===== config.mk =====
export PLATFORM = sky130hd
export DESIGN_NAME = lop_port
export DESIGN_NICKNAME = d
export VERILOG_FILES = /design/src/hw/lop_pkg.sv /design/src/hw/lop_section.sv /design/src/hw/lop_port.sv
export SDC_FILE = /design/constraint.sdc
export NUM_CORES = 1
export LEC_CHECK = 0
export ABC_AREA = 1
export CORE_ASPECT_RATIO = 0.7
export CORE_MARGIN = 10
export CORE_UTILIZATION = 40
export DETAILED_ROUTE_END_ITERATION = 12
export DONT_BUFFER_PORTS = 1
export PLACE_DENSITY = 0.59
export SYNTH_ARGS = -nofsm -noshare
export SYNTH_HDL_FRONTEND = slang
export SYNTH_HIERARCHICAL = 1
export SYNTH_SLANG_ARGS = --single-unit

===== constraint.sdc =====
create_clock -name SYS_CLK -period 2 [get_ports SYS_CLK]
set_clock_uncertainty 0.05 [all_clocks]
set_input_delay 0.3 -clock SYS_CLK [delete_from_list [all_inputs] [get_ports SYS_CLK]]
set_output_delay 0.3 -clock SYS_CLK [all_outputs]
set_load 0.05 [all_outputs]

===== src/hw/lop_pkg.sv =====
// Constants and carrier types for the latched output port
package lop_pkg;

  // Port geometry
  localparam int LOP_LINES      = 32;
  localparam int LOP_SECT_LINES = 16;
  localparam int LOP_GRP_BITS   = 8;
  localparam int LOP_GROUPS     = 4;
  localparam int LOP_SECTIONS   = 2;

  // Register bus geometry
  localparam int LOP_AW      = 12;
  localparam int LOP_DW      = 32;
  localparam int LOP_REG_HI  = 11;
  localparam int LOP_REG_LO  = 10;
  localparam int LOP_IDX_HI  = 9;
  localparam int LOP_IDX_LO  = 2;

  // Address regions
  localparam logic [1:0] LOP_RGN_IO  = 2'h0;
  localparam logic [1:0] LOP_RGN_MEM = 2'h1;
  localparam logic [1:0] LOP_RGN_REG = 2'h2;

  // Control and status registers
  localparam logic [LOP_AW-1:0] LOP_STATUS = 12'h800;
  localparam logic [LOP_AW-1:0] LOP_OUTS   = 12'h804;
  localparam logic [LOP_AW-1:0] LOP_CTRL   = 12'h808;

  // Status field positions
  localparam int LOP_ST_EN_LSB = 0;
  localparam int LOP_ST_LINK   = 2;
  localparam int LOP_ST_W16    = 3;

  // Responses
  localparam logic [1:0] LOP_OKAY   = 2'h0;
  localparam logic [1:0] LOP_SLVERR = 2'h2;

  // Board switches
  typedef struct packed {
    logic [7:0] base;
    logic       reset_link;
    logic       width16;
  } lop_cfg_t;

  // Write request to one section
  typedef struct packed {
    logic [1:0]                we;
    logic [LOP_SECT_LINES-1:0] data;
    logic                      en_set;
  } lop_sect_wr_t;

endpackage


===== src/hw/lop_section.sv =====
// One 16-line output section with its latches and enable
`timescale 1ns/1ns
module lop_section
  import lop_pkg::*;
(
  // Clock and reset
  input  wire logic                      clk,
  input  wire logic                      rst,
  // Control
  input  wire logic                      clr,
  input  wire lop_pkg::lop_sect_wr_t     wr,
  // Outputs
  output logic [lop_pkg::LOP_SECT_LINES-1:0] lines,
  output logic                           en
);

  logic [LOP_SECT_LINES-1:0] latch;
  logic [LOP_SECT_LINES-1:0] next_latch;
  logic                      next_en;

  // Latch loading from byte-group writes
  always_comb
  begin
    next_latch = latch;
    for (int i = 0; i < LOP_SECT_LINES / LOP_GRP_BITS; i++)
    begin
      if (wr.we[i])
      begin
        next_latch[i*LOP_GRP_BITS +: LOP_GRP_BITS] = wr.data[i*LOP_GRP_BITS +: LOP_GRP_BITS];
      end
    end
    if (clr)
    begin
      next_latch = '0;
    end
  end

  // Section enable is set only by command
  always_comb
  begin
    next_en = (en | wr.en_set) & ~clr;
  end

  always_ff @(posedge clk or posedge rst)
  begin
    if (rst)
    begin
      latch <= '0;
    end
    else
    begin
      latch <= next_latch;
    end
  end

  always_ff @(posedge clk or posedge rst)
  begin
    if (rst)
    begin
      en <= 1'b0;
    end
    else
    begin
      en <= next_en;
    end
  end

  // Outputs forced off until enabled
  always_ff @(posedge clk or posedge rst)
  begin
    if (rst)
    begin
      lines <= '0;
    end
    else
    begin
      lines <= next_latch & {LOP_SECT_LINES{next_en}};
    end
  end
endmodule // lop_section


===== src/hw/lop_port.sv =====
// Contract
// - One indicator per line, lit when active
// - Power-up reset forces all outputs off
// - Switch chooses whether bus reset clears
// - Outputs off until section enable command
// - Exactly four byte addresses decoded
// - Bus width 8 or 16, two indicators
// - Eight-bit switch places window in 256
// - Two sections of 16 latched lines
// - Bus interface decodes and carries data
`timescale 1ns/1ns
module lop_port
  import lop_pkg::*;
(
  // Clock and reset
  input  wire logic                        SYS_CLK,
  input  wire logic                        SYS_RST,
  // Board switches and host bus reset
  input  wire lop_pkg::lop_cfg_t           CFG_SWITCHES,
  input  wire logic                        HOST_BUS_RST,
  // AXI4-Lite write address and data
  input  wire logic [lop_pkg::LOP_AW-1:0]  S_AXI_AWADDR,
  input  wire logic [2:0]                  S_AXI_AWPROT,
  input  wire logic                        S_AXI_AWVALID,
  output logic                             S_AXI_AWREADY,
  input  wire logic [lop_pkg::LOP_DW-1:0]  S_AXI_WDATA,
  input  wire logic [3:0]                  S_AXI_WSTRB,
  input  wire logic                        S_AXI_WVALID,
  output logic                             S_AXI_WREADY,
  // AXI4-Lite write response
  output logic [1:0]                       S_AXI_BRESP,
  output logic                             S_AXI_BVALID,
  input  wire logic                        S_AXI_BREADY,
  // AXI4-Lite read
  input  wire logic [lop_pkg::LOP_AW-1:0]  S_AXI_ARADDR,
  input  wire logic [2:0]                  S_AXI_ARPROT,
  input  wire logic                        S_AXI_ARVALID,
  output logic                             S_AXI_ARREADY,
  output logic [lop_pkg::LOP_DW-1:0]       S_AXI_RDATA,
  output logic [1:0]                       S_AXI_RRESP,
  output logic                             S_AXI_RVALID,
  input  wire logic                        S_AXI_RREADY,
  // Output lines and indicators
  output logic [lop_pkg::LOP_LINES-1:0]    OUT_LINES,
  output logic [lop_pkg::LOP_LINES-1:0]    OUT_LEDS,
  output logic [lop_pkg::LOP_SECTIONS-1:0] SECTION_LEDS,
  output logic [1:0]                       WIDTH_LEDS
);

  logic                    wr_fire;
  logic                    rd_fire;
  logic [1:0]              wr_rgn;
  logic [7:0]              io_idx;
  logic [7:0]              rel;
  logic                    in_win;
  logic                    ctrl_hit;
  logic                    wr_bad;
  logic [LOP_GROUPS-1:0]   grp_we;
  logic [LOP_LINES-1:0]    grp_data;
  logic                    bus_clr;
  logic [LOP_SECTIONS-1:0] sect_en;
  logic [LOP_DW-1:0]       next_rdata;
  logic [1:0]              next_rresp;
  lop_sect_wr_t            sect_wr [LOP_SECTIONS];

  // Write and read handshakes
  assign wr_fire       = S_AXI_AWVALID & S_AXI_WVALID & ~S_AXI_BVALID;
  assign S_AXI_AWREADY = wr_fire;
  assign S_AXI_WREADY  = wr_fire;
  assign rd_fire       = S_AXI_ARVALID & ~S_AXI_RVALID;
  assign S_AXI_ARREADY = ~S_AXI_RVALID;

  // Window decode relative to the switch base
  assign wr_rgn   = S_AXI_AWADDR[LOP_REG_HI:LOP_REG_LO];
  assign io_idx   = S_AXI_AWADDR[LOP_IDX_HI:LOP_IDX_LO];
  assign rel      = io_idx - CFG_SWITCHES.base;
  assign in_win   = (wr_rgn == LOP_RGN_IO) && (rel < 8'(LOP_GROUPS));
  assign ctrl_hit = (S_AXI_AWADDR == LOP_CTRL);
  assign wr_bad   = (wr_rgn == LOP_RGN_REG) ? !(ctrl_hit || S_AXI_AWADDR == LOP_STATUS
                    || S_AXI_AWADDR == LOP_OUTS) : (wr_rgn != LOP_RGN_IO && wr_rgn != LOP_RGN_MEM);

  // Byte group steering for both bus widths
  always_comb
  begin
    grp_we   = '0;
    grp_data = '0;
    for (int g = 0; g < LOP_GROUPS; g++)
    begin
      if (CFG_SWITCHES.width16)
      begin
        grp_we[g] = wr_fire && in_win && (g[1] == rel[1]) && S_AXI_WSTRB[g[0]]
                    && (g[0] || !rel[0]);
        grp_data[g*LOP_GRP_BITS +: LOP_GRP_BITS] =
          S_AXI_WDATA[g[0]*LOP_GRP_BITS +: LOP_GRP_BITS];
      end
      else
      begin
        grp_we[g] = wr_fire && in_win && (g[1:0] == rel[1:0]) && S_AXI_WSTRB[0];
        grp_data[g*LOP_GRP_BITS +: LOP_GRP_BITS] = S_AXI_WDATA[LOP_GRP_BITS-1:0];
      end
    end
  end

  assign bus_clr = HOST_BUS_RST & CFG_SWITCHES.reset_link;

  // Two sections of sixteen lines
  for (genvar s = 0; s < LOP_SECTIONS; s++)
  begin : g_sect
    assign sect_wr[s].we     = grp_we[2*s +: 2];
    assign sect_wr[s].data   = grp_data[s*LOP_SECT_LINES +: LOP_SECT_LINES];
    assign sect_wr[s].en_set = wr_fire && ctrl_hit && S_AXI_WSTRB[0] && S_AXI_WDATA[s];
    lop_section u_sect
    (
      .clk   (SYS_CLK),
      .rst   (SYS_RST),
      .clr   (bus_clr),
      .wr    (sect_wr[s]),
      .lines (OUT_LINES[s*LOP_SECT_LINES +: LOP_SECT_LINES]),
      .en    (sect_en[s])
    );
  end

  // Indicators follow the lines, enables and width switch
  assign OUT_LEDS     = OUT_LINES;
  assign SECTION_LEDS = sect_en;

  always_ff @(posedge SYS_CLK or posedge SYS_RST)
  begin
    if (SYS_RST)
    begin
      WIDTH_LEDS <= 2'h0;
    end
    else
    begin
      WIDTH_LEDS <= {CFG_SWITCHES.width16, ~CFG_SWITCHES.width16};
    end
  end

  // Write response
  always_ff @(posedge SYS_CLK or posedge SYS_RST)
  begin
    if (SYS_RST)
    begin
      S_AXI_BVALID <= 1'b0;
      S_AXI_BRESP  <= LOP_OKAY;
    end
    else if (wr_fire)
    begin
      S_AXI_BVALID <= 1'b1;
      S_AXI_BRESP  <= wr_bad ? LOP_SLVERR : LOP_OKAY;
    end
    else if (S_AXI_BREADY)
    begin
      S_AXI_BVALID <= 1'b0;
    end
  end

  // Read data select
  always_comb
  begin
    next_rdata = '0;
    next_rresp = LOP_OKAY;
    case (S_AXI_ARADDR[LOP_REG_HI:LOP_REG_LO])
      LOP_RGN_IO, LOP_RGN_MEM: next_rdata = '0;
      LOP_RGN_REG:
      begin
        if (S_AXI_ARADDR == LOP_STATUS)
        begin
          next_rdata[LOP_ST_EN_LSB +: LOP_SECTIONS] = sect_en;
          next_rdata[LOP_ST_LINK] = CFG_SWITCHES.reset_link;
          next_rdata[LOP_ST_W16]  = CFG_SWITCHES.width16;
        end
        else if (S_AXI_ARADDR == LOP_OUTS)
        begin
          next_rdata = OUT_LINES;
        end
        else if (S_AXI_ARADDR != LOP_CTRL)
        begin
          next_rresp = LOP_SLVERR;
        end
      end
      default: next_rresp = LOP_SLVERR;
    endcase
  end

  always_ff @(posedge SYS_CLK or posedge SYS_RST)
  begin
    if (SYS_RST)
    begin
      S_AXI_RVALID <= 1'b0;
      S_AXI_RDATA  <= '0;
      S_AXI_RRESP  <= LOP_OKAY;
    end
    else if (rd_fire)
    begin
      S_AXI_RVALID <= 1'b1;
      S_AXI_RDATA  <= next_rdata;
      S_AXI_RRESP  <= next_rresp;
    end
    else if (S_AXI_RREADY)
    begin
      S_AXI_RVALID <= 1'b0;
    end
  end
endmodule // lop_port


==> results.yml <==
outcome:
  status: "finished, violations left"
  failed_checks: "negative setup slack"
routing:
  vias: 4155
  dr.pass1.iters: 5
  totalWireLength_um: 14850
  vias_per_cell: 4.727
  drc_errors: 0
  drt_iter0_markers: 267
  avgRoutedWirePerCell_um: 16.89
  antenna_left: 0
synthesis:
  synth_warnings: 6
  synth_edf_count: 0
  synthTopCellsByCount: "nand2_1, inv_1, dfrtp_1"
  synth_top_area_cell: "dfrtp_1"
  synth.distinct_cells: 33
  synth.area.top_cells: "dfrtp_1, nand2_1, inv_1, buf_4, nand3_1"
  yosysMostFrequentCell: "nand2_1"
  synth_area_um2: 5403
  synth_top_area_share_pct: 48.17
  synth-seq-cells: 104
  netlist_instances: 670
  synth_flop_cell: "dfrtp_1"
  postSynthAreaPerCell_um2: 8.064
  ys_seq_area_share_pct: 48.17
  synthArstFlopShare_pct: 100.0
worst_setup_path:
  worstPathArrival_ns: 2.25
  slowest_delay_ns: 0.36
  cp_common_cell: "nand2_1"
  startpoint_type: "input port"
  critPathCaptureType: "flop"
  cp_slowest_cell: "fa_2"
  required_ns: 2.24
  crit_fanout: 8
  path_cells: "clkinv_16, ha_4, inv_2, fa_2, nand2_1, nand2_1, nand3_1, nand2_1, nor2_1, nand2_1, nor2_2, nand3_2, nor2_4, buf_6, inv_8, nand2_2, nand3_2, nor2_2"
  crit_type: "input port to flop"
global_routing:
  grt_remaining_overflow: 0
  grt_util_all_layers_pct: 15.74
  grt_max_degree: 35
  antenna_found_initial: 0
  grt_pass1_wl_um: 23380
  grt_pass1_vias: 4279
cells_and_area:
  fill_cells: 1276
  syn2layout_area_growth_pct: 15.03
  n_antenna_cell: 0
  seq_area_um2: 2604
  fin_nets: 782
  multi_input_area_um2: 1966
  drive_above_1_share_pct: 23.05
  fin_util_pct: 47.15
sta:
  max_freq_ghz: 0.4965
  hold_violations: 0
  drv_slew: 0
  finalCritPeriodShare_pct: 100.7
  layout_min_cycle_time_ns: 2.014
  layout_setup_ws_ns: -0.01394
  setup_viol: 2
  fin_tns_setup_ns: -0.01891
  worst_pin_slew_ns: 0.6491
  rsz0062_at_grt: "true"
  slew-limit-headroom_pct: 56.46
  whs_ns: 0.03525
placed_design:
  io_buffers: 0
  gp_congestion: 0.8839
  dp_hpwl_um: 11540
power_and_ir_drop:
  power_density_nw_per_um2: 705.1
  p_leak_uw: 0.003356
  power_uw: 4382
  peakVddDrop_v: 0.0004285
die:
  core_area_um2: 13180
  start_util_pct: 40.99
  io_pins: 193
  fp-row-count: 35
  dieWidth_um: 158.9
  die_h_um: 117.2
  die_area_um2: 18630
clock_tree:
  cts-htree-levels: 3
  path_clk_slew_ns: 0.08
  cts_buffer_depth: 2
  numCtsBuffers: 9
  cts.sinks: 104
  clk_latency_ns: 0.35
  cts_tree: "done"
  clockRootBuffer: "clkbuf_16"
run:
  drv_cap: 0
min_path:
  hold_class: "input port to flop"
state kept, by name (all words and copies together), names as in the netlist:
signal and count:
S_AXI_RDATA 32, g_sect.u_sect/latch 32, g_sect.u_sect/lines 32, WIDTH_LEDS 2
g_sect.u_sect/en 2, S_AXI_BRESP 1, S_AXI_BVALID 1, S_AXI_RRESP 1
S_AXI_RVALID 1
worst paths after layout:
| check | from | to | slack [ns] | cells past startpoint |
|---|---|---|---|---|
| max in group asynchronous | SYS_RST | S_AXI_RDATA[21]$_DFFE_PP0P_ | 0.99 | 3 |
| max | S_AXI_AWADDR[2] | g_sect[1].u_sect/lines[1]$_DFF_PP0_ | -0.01 | 18 |
| min | S_AXI_ARADDR[11] | S_AXI_RRESP[1]$_DFFE_PP0P_ | 0.04 | 2 |
| max reg2reg | S_AXI_BVALID$_DFFE_PP0P_ | g_sect[1].u_sect/lines[1]$_DFF_PP0_ | 0.08 | 12 |
| min in group asynchronous | SYS_RST | S_AXI_RDATA[6]$_DFFE_PP0P_ | 0.41 | 2 |
| min reg2reg | g_sect[0].u_sect/latch[7]$_DFF_PP0_ | g_sect[0].u_sect/latch[7]$_DFF_PP0_ | 0.52 | 4 |
through the flow:
stage          instance area, um^2  worst slack [ns]  std cells
6_report                      6215          -0.01394        879
5_1_grt                       6215           -0.1175        879
4_1_cts                       6048           0.03539        877
3_5_place_dp                  5702           -0.3465        857
3_3_place_gp                  5702           -0.2839        857
2_1_floorplan                 5461          -0.03338        671
repair_timing:
action	CTS	global route
resized for setup	0	47
hold buffers	4	0
hold endpoints to repair	81	0
endpoints found under the setup margin	0	64
buffers inserted	0	0
cells by family after synthesis:
kind of cell / count (synthesis) / share of synthesized area [%]
other cells: 1 / 0.06941
xor+xnor: 2 / 0.3243
fa+ha+maj: 9 / 2.223
simple gates: 308 / 26.61
compound gates: 43 / 4.215
flops: 104 / 48.17
buf+inv: 203 / 18.39
metal layers:
metal  global-route usage, %  part of all wire, %  vias up
li1                        -                    -     2011
met1                   19.35                   44     1972
met2                   24.05                   43      160
met3                   7.722                   11       12
met4                   4.738                  1.1        0
met5                       0                    0        -
layout by cell type, fill, tap and decap left out, types with 3 or more instances in the layout:
master           n
a21oi_1          3
buf_4           55
buf_6            3
clkbuf_16        9
dfrtp_1        103
dlygate4sd3_1    4
ha_1             7
inv_1          131
inv_2            9
inv_6            4
inv_8            4
nand2_1        145
nand2_2         18
nand3_1         51
nand3_2         26
nand4_1          3
nor2_1          38
nor2_2          12
nor2_4           8
o21ai_0          4
o21ai_1         32
worst max-delay path, delay by kind of cell:
family	cells	cell delay [ns]
fa+ha+maj	2	0.47
buf+inv	4	0.27
simple gates	12	1.20
power breakdown:
group / internal [uW] / switching (uW) / total, uW
combinational: 128 / 291 / 420
sequential: 2120 / 49.7 / 2170
clock: 898 / 898 / 1800
total: 3140 / 1240 / 4380
final cells by class:
class | instances | share of cell area [%]
clock inverters | 7 | 1.309
well taps | 185 | 3.725
inverters | 147 | 9.664
clock buffers | 9 | 3.624
repair buffers | 63 | 8.154
multi-input cells | 364 | 31.63
flip-flops and latches | 104 | 41.90
No activity file was read; power rests on OpenSTA's default activity.
